<file path="src/core/ifbs_pkg.sv">
// Package: constants and carriers for interrupt fast bank select
package ifbs_pkg;
   localparam int IFBS_NUM_REGS = 4;
   localparam int IFBS_FIELDS = 8;
   localparam int IFBS_NUM_W = 8;
   // Register byte offsets on the bus
   localparam logic [7:0] IFBS_OFS_CHOICE0 = 8'h00;
   localparam logic [7:0] IFBS_OFS_CHOICE1 = 8'h04;
   localparam logic [7:0] IFBS_OFS_CHOICE2 = 8'h08;
   localparam logic [7:0] IFBS_OFS_CHOICE3 = 8'h0C;
   localparam logic [7:0] IFBS_OFS_STATUS = 8'h10;
   localparam logic [15:0] IFBS_CHOICE_RESET = 16'h0000;
   localparam logic [15:0] IFBS_PSW_RESET = 16'h0000;
   // Processor status word field positions
   localparam int IFBS_PSW_BANK_LSB = 8;
   localparam int IFBS_PSW_LVL_LSB = 12;
   // Priority thresholds
   localparam logic [3:0] IFBS_FAST_MIN_LVL = 4'hC;
   localparam logic [3:0] IFBS_MAX_LVL = 4'hF;
   // Bank codes
   localparam logic [1:0] IFBS_BANK_GLOBAL = 2'h0;
   localparam logic [1:0] IFBS_BANK_RSVD = 2'h1;
   localparam logic [1:0] IFBS_BANK_LOCAL1 = 2'h2;
   localparam logic [1:0] IFBS_BANK_LOCAL2 = 2'h3;
   // AXI responses
   localparam logic [1:0] IFBS_RESP_OKAY = 2'h0;
   localparam logic [1:0] IFBS_RESP_SLVERR = 2'h2;

   typedef enum logic [1:0] {
      IFBS_ENTRY_INT = 2'h0,
      IFBS_ENTRY_HWTRAP = 2'h1,
      IFBS_ENTRY_SWTRAP = 2'h2
   } ifbs_entry_kind_t;

   typedef struct packed {
      ifbs_entry_kind_t kind;
      logic [3:0] cpu_priority_level;
      logic [2:0] group_priority_level;
      logic [IFBS_NUM_W-1:0] number;
   } ifbs_entry_req_t;
endpackage

</file>
<file path="src/core/ifbs_bank_select.sv">
// Fast register bank selection on exception entry, with AXI4-Lite registers
// What this block does
// RL1: Programmed bank choice is used only for normal interrupts of level 12+.
// RL2: Each level 15..12 with each group 7..0 has its own 2-bit bank choice.
// RL3: Choices live in four 16-bit registers of eight fields, field 7 on top.
// RL4: Registers 2 and 3 exist only with the extended group option.
// RL5: Codes: 00 global, 01 reserved, 10 local bank 1, 11 local bank 2.
// RL6: On fast entry the selected choice is copied into the status word bank.
// RL7: Levels 15/14 use reg 3 for groups 7..4, reg 1 else; 13/12 regs 2 and 0.
// RL8: Levels 15/13 use fields 4..7, 14/12 fields 0..3, index group mod 4.
// RL9: All choice registers reset to zero, so the global bank is used.
// RL10: A software trap takes its vector entry from the trap number operand.
// RL11: Hardware trap entry always selects the global bank.
// RL12: Software trap entry keeps the bank field and priority level unchanged.
// RL13: The status word bank field sits in bits 9 to 8.
// RL14: Interrupts below level 12 enter with the global bank, no lookup.
`timescale 1ns/1ps
module ifbs_bank_select #(
   parameter bit EXT_GROUP_OPT = 1'b1
) (
   input wire logic clk, // 25 MHz clock
   input wire logic sys_rst, // Synchronous reset, high
   input wire logic entry_valid, // Entry request pulse
   input wire ifbs_pkg::ifbs_entry_req_t entry_req, // Entry request
   input wire logic psw_load, // Core loads status word
   input wire logic [15:0] psw_load_data, // Value to load
   output logic [15:0] processor_status_word, // Status word
   output logic entry_done, // Entry applied pulse
   output logic [ifbs_pkg::IFBS_NUM_W-1:0] vector_index, // Vector entry
   input wire logic [7:0] s_axi_awaddr, // Write address
   input wire logic s_axi_awvalid, // Write address valid
   output logic s_axi_awready, // Write address ready
   input wire logic [31:0] s_axi_wdata, // Write data
   input wire logic [3:0] s_axi_wstrb, // Write strobes
   input wire logic s_axi_wvalid, // Write data valid
   output logic s_axi_wready, // Write data ready
   output logic [1:0] s_axi_bresp, // Write response
   output logic s_axi_bvalid, // Write response valid
   input wire logic s_axi_bready, // Write response ready
   input wire logic [7:0] s_axi_araddr, // Read address
   input wire logic s_axi_arvalid, // Read address valid
   output logic s_axi_arready, // Read address ready
   output logic [31:0] s_axi_rdata, // Read data
   output logic [1:0] s_axi_rresp, // Read response
   output logic s_axi_rvalid, // Read data valid
   input wire logic s_axi_rready // Read data ready
);
   import ifbs_pkg::*;

   logic [15:0] bank_choice_reg [IFBS_NUM_REGS];
   logic [15:0] next_bank_choice_reg [IFBS_NUM_REGS];
   logic aw_full, next_aw_full, w_full, next_w_full;
   logic [7:0] aw_addr, next_aw_addr;
   logic [15:0] w_data, next_w_data;
   logic [1:0] w_strb, next_w_strb;
   logic next_awready, next_wready, next_bvalid, next_arready, next_rvalid;
   logic [1:0] next_bresp, next_rresp;
   logic [31:0] next_rdata;
   logic [15:0] next_psw;
   logic next_entry_done;
   logic [IFBS_NUM_W-1:0] next_vector_index;
   logic [1:0] last_bank, next_last_bank;
   logic [1:0] sel_reg;
   logic [2:0] sel_field;
   logic [1:0] sel_code;
   logic fast_ok;

   ////////////////////////////////////////////////////////////////////////////
   // Register index check, absent registers count as unmapped
   function automatic logic reg_exists(input logic [7:0] addr,
                                       output logic [1:0] idx);
      logic ok;
      ok = 1'b0;
      idx = addr[3:2];
      if (addr[7:4] == 4'h0 && addr[1:0] == 2'h0) begin
         ok = (addr[3] == 1'b0) || EXT_GROUP_OPT; // [RL4]
      end
      return ok;
   endfunction

   ////////////////////////////////////////////////////////////////////////////
   // Write channel
   always_comb begin
      logic [1:0] widx;
      logic wok;
      widx = 2'h0;
      wok = 1'b0;
      for (int i = 0; i < IFBS_NUM_REGS; i++) begin
         next_bank_choice_reg[i] = bank_choice_reg[i];
      end
      next_aw_full = aw_full;
      next_aw_addr = aw_addr;
      next_w_full = w_full;
      next_w_data = w_data;
      next_w_strb = w_strb;
      next_bvalid = s_axi_bvalid;
      next_bresp = s_axi_bresp;
      if (s_axi_bvalid && s_axi_bready) begin
         next_bvalid = 1'b0;
      end
      if (s_axi_awvalid && s_axi_awready) begin
         next_aw_full = 1'b1;
         next_aw_addr = s_axi_awaddr;
      end
      if (s_axi_wvalid && s_axi_wready) begin
         next_w_full = 1'b1;
         next_w_data = s_axi_wdata[15:0];
         next_w_strb = s_axi_wstrb[1:0];
      end
      if (aw_full && w_full && !s_axi_bvalid) begin
         wok = reg_exists(aw_addr, widx);
         if (wok) begin
            for (int b = 0; b < 2; b++) begin
               if (w_strb[b]) begin
                  next_bank_choice_reg[widx][b*8 +: 8] = w_data[b*8 +: 8];
               end
            end
         end
         next_bresp = wok ? IFBS_RESP_OKAY : IFBS_RESP_SLVERR;
         next_bvalid = 1'b1;
         next_aw_full = 1'b0;
         next_w_full = 1'b0;
      end
      next_awready = !next_aw_full;
      next_wready = !next_w_full;
   end

   always_ff @(posedge clk) begin
      if (sys_rst) begin
         for (int i = 0; i < IFBS_NUM_REGS; i++) begin
            bank_choice_reg[i] <= IFBS_CHOICE_RESET; // [RL9]
         end
         aw_full <= 1'b0;
         aw_addr <= 8'h00;
         w_full <= 1'b0;
         w_data <= 16'h0000;
         w_strb <= 2'h0;
         s_axi_awready <= 1'b0;
         s_axi_wready <= 1'b0;
         s_axi_bvalid <= 1'b0;
         s_axi_bresp <= IFBS_RESP_OKAY;
      end else begin
         bank_choice_reg <= next_bank_choice_reg;
         aw_full <= next_aw_full;
         aw_addr <= next_aw_addr;
         w_full <= next_w_full;
         w_data <= next_w_data;
         w_strb <= next_w_strb;
         s_axi_awready <= next_awready;
         s_axi_wready <= next_wready;
         s_axi_bvalid <= next_bvalid;
         s_axi_bresp <= next_bresp;
      end
   end

   ////////////////////////////////////////////////////////////////////////////
   // Read channel
   always_comb begin
      logic [1:0] ridx;
      logic rok;
      ridx = 2'h0;
      rok = 1'b0;
      next_rvalid = s_axi_rvalid;
      next_rdata = s_axi_rdata;
      next_rresp = s_axi_rresp;
      if (s_axi_rvalid && s_axi_rready) begin
         next_rvalid = 1'b0;
      end
      if (s_axi_arvalid && s_axi_arready) begin
         rok = reg_exists(s_axi_araddr, ridx);
         next_rvalid = 1'b1;
         next_rresp = IFBS_RESP_OKAY;
         next_rdata = 32'h0000_0000;
         if (rok) begin
            next_rdata[15:0] = bank_choice_reg[ridx];
         end else if (s_axi_araddr == IFBS_OFS_STATUS) begin
            next_rdata[1:0] = last_bank;
         end else begin
            next_rresp = IFBS_RESP_SLVERR;
         end
      end
      next_arready = !next_rvalid;
   end

   always_ff @(posedge clk) begin
      if (sys_rst) begin
         s_axi_arready <= 1'b0;
         s_axi_rvalid <= 1'b0;
         s_axi_rdata <= 32'h0000_0000;
         s_axi_rresp <= IFBS_RESP_OKAY;
      end else begin
         s_axi_arready <= next_arready;
         s_axi_rvalid <= next_rvalid;
         s_axi_rdata <= next_rdata;
         s_axi_rresp <= next_rresp;
      end
   end

   ////////////////////////////////////////////////////////////////////////////
   // Bank lookup and entry handling
   always_comb begin
      sel_reg = {entry_req.group_priority_level[2],
                 entry_req.cpu_priority_level[1]}; // [RL7]
      sel_field = {entry_req.cpu_priority_level[0],
                   entry_req.group_priority_level[1:0]}; // [RL8]
      sel_code = bank_choice_reg[sel_reg][sel_field*2 +: 2]; // [RL2] [RL3]
      if (!EXT_GROUP_OPT && sel_reg[1]) begin
         sel_code = IFBS_BANK_GLOBAL; // [RL4]
      end
      fast_ok = entry_req.cpu_priority_level >= IFBS_FAST_MIN_LVL; // [RL1]
   end

   always_comb begin
      next_psw = processor_status_word;
      next_entry_done = 1'b0;
      next_vector_index = vector_index;
      next_last_bank = last_bank;
      if (psw_load) begin
         next_psw = psw_load_data;
      end
      if (entry_valid) begin
         next_entry_done = 1'b1;
         next_vector_index = entry_req.number; // [RL10]
         unique case (entry_req.kind)
            IFBS_ENTRY_INT: begin
               next_psw[IFBS_PSW_LVL_LSB +: 4] = entry_req.cpu_priority_level;
               // Codes pass through unchanged, 01 included [RL5]
               next_psw[IFBS_PSW_BANK_LSB +: 2] =
                  fast_ok ? sel_code : IFBS_BANK_GLOBAL; // [RL6] [RL13] [RL14]
            end
            IFBS_ENTRY_HWTRAP: begin
               next_psw[IFBS_PSW_LVL_LSB +: 4] = IFBS_MAX_LVL;
               next_psw[IFBS_PSW_BANK_LSB +: 2] = IFBS_BANK_GLOBAL; // [RL11]
            end
            IFBS_ENTRY_SWTRAP: begin
               next_psw = processor_status_word; // [RL12]
            end
            default: begin
               next_entry_done = 1'b0;
            end
         endcase
         next_last_bank = next_psw[IFBS_PSW_BANK_LSB +: 2];
      end
   end

   always_ff @(posedge clk) begin
      if (sys_rst) begin
         processor_status_word <= IFBS_PSW_RESET;
         entry_done <= 1'b0;
         vector_index <= '0;
         last_bank <= IFBS_BANK_GLOBAL;
      end else begin
         processor_status_word <= next_psw;
         entry_done <= next_entry_done;
         vector_index <= next_vector_index;
         last_bank <= next_last_bank;
      end
   end
endmodule // ifbs_bank_select

</file>
<file path="config.mk">
export PLATFORM = sky130hd
export DESIGN_NAME = ifbs_bank_select
export DESIGN_NICKNAME = d
export VERILOG_FILES = /design/src/core/ifbs_pkg.sv /design/src/core/ifbs_bank_select.sv
export SDC_FILE = /design/constraint.sdc
export NUM_CORES = 1
export LEC_CHECK = 0
export BUFFER_PORTS_ARGS = -buffer_cell sky130_fd_sc_hd__buf_2
export CAP_MARGIN = 20
export CORE_AREA = 2 2 117 119
export CTS_BUF_LIST = sky130_fd_sc_hd__clkbuf_8
export DETAILED_ROUTE_END_ITERATION = 6
export DIE_AREA = 0 0 119 121
export PLACE_DENSITY = 0.78
export SYNTH_ARGS = -nofsm -noshare
export SYNTH_HDL_FRONTEND = slang
export SYNTH_SLANG_ARGS = --single-unit
export TNS_END_PERCENT = 10
</file>
<file path="constraint.sdc">
create_clock -name clk -period 1.8 [get_ports clk]
set_clock_uncertainty 0.2 [all_clocks]
set_input_delay 0.09 -clock clk [delete_from_list [all_inputs] [get_ports clk]]
set_output_delay 0.09 -clock clk [all_outputs]
set_load 0.05 [all_outputs]
</file>
; ---- Word level (Yosys, flattened, before mapping)
; Cells that the tools add are included.
[word_totals]
word_cells = 101
reg_bits = 144
input_bits = 94
out_inout_bits = 66
[classes]
order_cmp = 5
n_eq_ne = 4
shift = 1
muxes = 42
bitwise = 4
reduce_logical = 23
[op_table]
columns = operator, count
row1 = $mux 64, 4
row2 = $bwmux 64, 2
row3 = $mux 16, 7
row4 = $bmux 16 s2, 2
row5 = $demux 16 s2, 2
row6 = $mux 8, 2
row7 = $shiftx 16x5->2, 1
row8 = $mux 14, 1
row9 = $mux 2, 7
row10 = $mux 1, 13
row11 = $pmux 4 s3, 1
row12 = $logic_and 1x1->1, 10
row13 = $ge 3x3->1 const B, 3
row14 = $not 2->3, 3
row15 = $eq 8x5->1 const B, 1
row16 = $logic_not 4->1, 2
row17 = $logic_not 2->1, 3
row18 = $pmux 2 s3, 1
row19 = $ge 4x4->1 const B, 1
row20 = $logic_not 1->1, 4
row21 = $lt 3x1->1 const B, 1
row22 = $reduce_or 3->1, 1
row23 = $eq 2x1->1 const B, 1
row24 = $eq 2x2->1 const B, 1
row25 = other kinds (5), 5

; ---- Depth between registers and ports, before layout
[depth]
depth_word = 11
depth_mapped = 8

; ---- Worst setup path after synthesis
; OpenSTA, ideal clock, no wires.
[synth_path]
path_type = flip-flop to flip-flop
start = reg s_axi_arready
end = reg s_axi_rdata[10]
t_required_ps = 1534
stages_incl_launch_ff = 8
synth_period_minus_slack_ps = 2209
n_path_buf = 2
slack_ps = -409
t_arrival_ps = 1943
path_cell_list = dfxtp_1 nand2_1 nor4_1 nor2b_1 clkbuf_2 buf_2 a22oi_1 nor2_1
[synth_between]
elab_chain_len = 1
[synth_rtl]
columns = element, line
row1 = from (decl), ifbs_bank_select.sv:42  ; output logic s_axi_arready,
row2 = from (signal assigned), ifbs_bank_select.sv:192  ; s_axi_arready <= next_arready;
row3 = $logic_and 1x1->1, ifbs_bank_select.sv:169  ; if (s_axi_arvalid && s_axi_arready) begin
row4 = to (signal assigned), ifbs_bank_select.sv:194  ; s_axi_rdata <= next_rdata;
row5 = to (decl), ifbs_bank_select.sv:43  ; output logic [31:0] s_axi_rdata,
; No other way between the ends.
; A chain may end at the register's enable or synchronous reset.

; ---- Final worst setup path
[layout_path]
start = reg aw_addr[4]
end = reg bank_choice_reg[61] (netlist name)
[layout_between]
elab_chain_len = 5
[layout_rtl]
columns = element, line
row1 = from (decl), ifbs_bank_select.sv:53  ; logic [7:0] aw_addr, next_aw_addr;
row2 = from (signal assigned), ifbs_bank_select.sv:145  ; aw_addr <= next_aw_addr;
row3 = $logic_not 4->1, ifbs_bank_select.sv:75  ; if (addr[7:4] == 4'h0 && addr[1:0] == 2'h0) begin
row4 = $logic_and 1x1->1, ifbs_bank_select.sv:75
row5 = $mux 1, ifbs_bank_select.sv:75
row6 = $mux 1, ifbs_bank_select.sv:110  ; if (aw_full && w_full && !s_axi_bvalid) begin
row7 = $reduce_and 2->1 (no line), n/a
row8 = to (signal assigned), ifbs_bank_select.sv:143  ; bank_choice_reg <= next_bank_choice_reg;
row9 = to (decl), ifbs_bank_select.sv:50  ; logic [15:0] bank_choice_reg [IFBS_NUM_REGS];
; No other way between the ends. The select of a mux whose other input is x is not followed.

==> results.md <==
* Maximum VDD drop at 0.502 mV
* Worst-path clk slew at 80 ps
* CP top delay family: simple AND/OR/NAND/NOR gates
* Wirelength per Cell at 16.8 um
* DRT Pass-1 Iters at 5
* Synthesized area at 0.00639 sq mm
* Worst Hold Margin at 10.3 ps
* Gr busiest metal: met2
* Core ar. at 0.0131 sq mm
* Synth Area in XOR/XNOR at 0%
* Drt first-iter violations at 439
* Worst Hold Class: input pin to register
* Crit share post-route at 111%
* Total I/O pin count at 160
* Critical path depth in cells at 5
* Antenna cell count at 0
* Detailed Place HPWL at 11100 um
* Rows at 42
* Slew at the pin closest to its max-slew limit at 603 ps
* Final Hold Vio Count at 0
* EDFF count, synth at 0
* Most frequent cells after synthesis: dfxtp_1 (142), nor2_1 (91), nand2_1 (83), mux2i_1 (77), a21oi_1 (61)
* Most frequent cell after synthesis: dfxtp_1
* Met1 usage at 32.7%
* Startpoint types: register
* Synth area leaders: dfxtp_1 (44%), mux2i_1 (12%), mux4_2 (7.8%)
* Final slew viol count at 0
* Share of cells above drive strength 1 at 26.6%
* Post-Synth Adder-Cell Area at 0%
* Yosys warns at 0
* Clock buffer depth at 2
* Initial antenna violation count at 0
* Unrepaired setup endpoints after global routing: yes
* ANT nets after route at 0
* Port Buf Inserts at 123
* FMAX at 499 MHz
* Simple-gate area share of the yosys netlist at 17.1%
* Initial Util at 48.8%
* Die H at 121 um
* Synth top area share at 44.5%
* Final min period at 2010 ps
* # clock sinks at 142
* Worst reg2reg path startpoint: aw_addr[4]
* Root Buffer Master: clkbuf_8
* Crit-path cells: nor4_4 -> nand3_4 -> or4b_4 -> mux2i_1 -> nor2_1
* Mux cell area share after synthesis at 20.9%
* H-tree levels at 4
* Drt total wl at 18500 um
* Crit path required time at 1940 ps
* Via density per instance at 5.42
* Vias in the first global route at 5894
* Setup TNS at -6280 ps
* Relative slew slack at 59.7%
* Tot GR Track Use at 26.1%
* Filler cells at 943
* Met2 Usage GRT at 44.4%
* GP Congestion at 0.916
* DR vias at 5967
* Total die area at 0.0144 sq mm
* Max FFs per register at 64
* TritonCTS clock tree: built
* Yosys top cell by area: dfxtp_1
* Dpl cells at 968
* Synth unique cells at 42
* Crit-path slowest cell: or4b_4
* R2r worst-path depth at 5
* Pwr per Cell Area at 807 mW/mm^2
* CP Class: register to register
* Global Route met3 Usage at 6.16%
* Crit-path max FO at 8
* Die Wd at 119 um
* Area Overhead vs Synth at 38.1%
* Failing checks: setup timing
* DRC Markers at 0
* Leakage at 3.71 nW
* Sequential fraction of the synthesis area at 44.5%
* Crit. End Element: register
* Fin util at 67.4%
* Critical path origin: aw_addr[4]
* R2R Setup Slk at -210 ps
* Syn avg cell area at 9.47 sq um
* Critical R2R Capture: bank_choice_reg[61]
* Pin count of the biggest net entering global routing at 49
* Async SR Flop Fraction at 0%
* Worst Path Buf+Inv at 0
* Non-Filler Instances at 1100
* Outcome: finished with violations
* Nets at 1006
* Clock Latency Late Sink at 460 ps
* Cts bufs inserted at 17
* Slowest stage delay, CP at 620 ps
* Largest family of logic cells by synthesized area: multiplexers
* FF+latch count, synth at 142
* # setup viols final at 66
* Compound-Gate Fraction of Synth Area at 11.2%
* Crit path DAT at 2150 ps
* First-pass GRT wire length at 29500 um
* Synthesized instance count at 675
* Worst setup endpoint: bank_choice_reg[61]
* Maxcap violations at 0
* Top_reg_cell synth: dfxtp_1
* Gr ovfl total at 0
* Worst setup slack after layout at -206 ps
## worst register-to-register path: stages, from the launching register on
cell,delay (ps)
dfxtp_2,340
nor4_4,340
nand3_4,130
or4b_4,620
mux2i_1,210
nor2_1,60
## area by class of cell
class | instances | area (sq um) | share of cell area [%]
clock buffer | 20 | 275 | 3.12
clock inverter | 11 | 164 | 1.86
inverter | 1 | 3.75 | 0.0425
multi-input combinational | 484 | 3260 | 36.9
sequential | 142 | 2850 | 32.3
tap | 176 | 220 | 2.50
timing repair buffer | 266 | 2050 | 23.2
## cells in the final DEF, fill, tap and decap left out, types with 3 or more instances in the layout
| master | n |
|---|---|
| nand3b_1 | 4 |
| and2_1 | 4 |
| buf_4 | 32 |
| dlygate4sd3_1 | 92 |
| o21ai_0 | 18 |
| o21ai_1 | 6 |
| buf_12 | 5 |
| nand3_1 | 23 |
| and3_1 | 4 |
| dlymetal6s4s_1 | 6 |
| nor2b_1 | 5 |
| a22oi_1 | 25 |
| o22ai_1 | 3 |
| a21boi_0 | 4 |
| mux4_2 | 22 |
| clkinv_2 | 4 |
| a21oi_1 | 59 |
| nand2_1 | 82 |
| bufinv_16 | 4 |
| mux2_2 | 6 |
| nand2b_1 | 5 |
| clkbuf_8 | 20 |
| mux2i_1 | 76 |
| dfxtp_1 | 138 |
| conb_1 | 18 |
| nor2_1 | 89 |
| buf_6 | 9 |
| buf_2 | 122 |
| a211oi_1 | 3 |
## through the flow
stage	cell area, sq um	power, mW	setup WS (ps)
CTS	8730	7.09	-176
global placement	7290	4.16	-143
finish	8820	7.12	-206
floorplan	6480	3.95	-180
global route	8820	7.36	-281
detailed placement	7290	4.17	-168
## timing repair
action / 4_1_cts / 5_1_grt
resized for setup: 6 / 26
hold endpoints to repair: 73 / 0
endpoints found under the setup margin: 66 / 74
buffers inserted: 0 / 3
hold buffers: 98 / 0
pin swaps: 6 / 4
## cell families (layout without fill, tap and decap cells)
family | count (synthesis) | count (layout)
other | 1 | 18
AO/OA/AOI/OAI | 124 | 124
multiplexers | 105 | 105
AND/OR/NAND/NOR | 237 | 237
flip-flops | 142 | 142
buffers and inverters | 66 | 298
## how the worst min path moves through the flow
stage                         startpoint                        to  slack, ps  depth (start not counted)
after floorplan           s_axi_wstrb[0]                 w_strb[0]         30                          2
after global placement      entry_req[7]           vector_index[7]        120                          3
after detailed placement    entry_req[1]           vector_index[1]        130                          3
after CTS                    entry_valid              last_bank[1]          3                          4
after global routing         entry_valid  processor_status_word[9]         40                          4
final                        entry_valid  processor_status_word[9]         10                          4
## power breakdown
part	switching [mW]	internal, mW
combinational	0.604	0.420
clock	1.20	1.60
sequential	0.0715	3.22
total	1.88	5.24
## layer usage
layer / up-vias / wire length [um]
met5: - / 0
li1: 2815 / -
met2: 276 / 9000
met1: 2827 / 7630
met3: 49 / 1350
met4: 0 / 518
No activity file was read; power rests on OpenSTA's default activity.
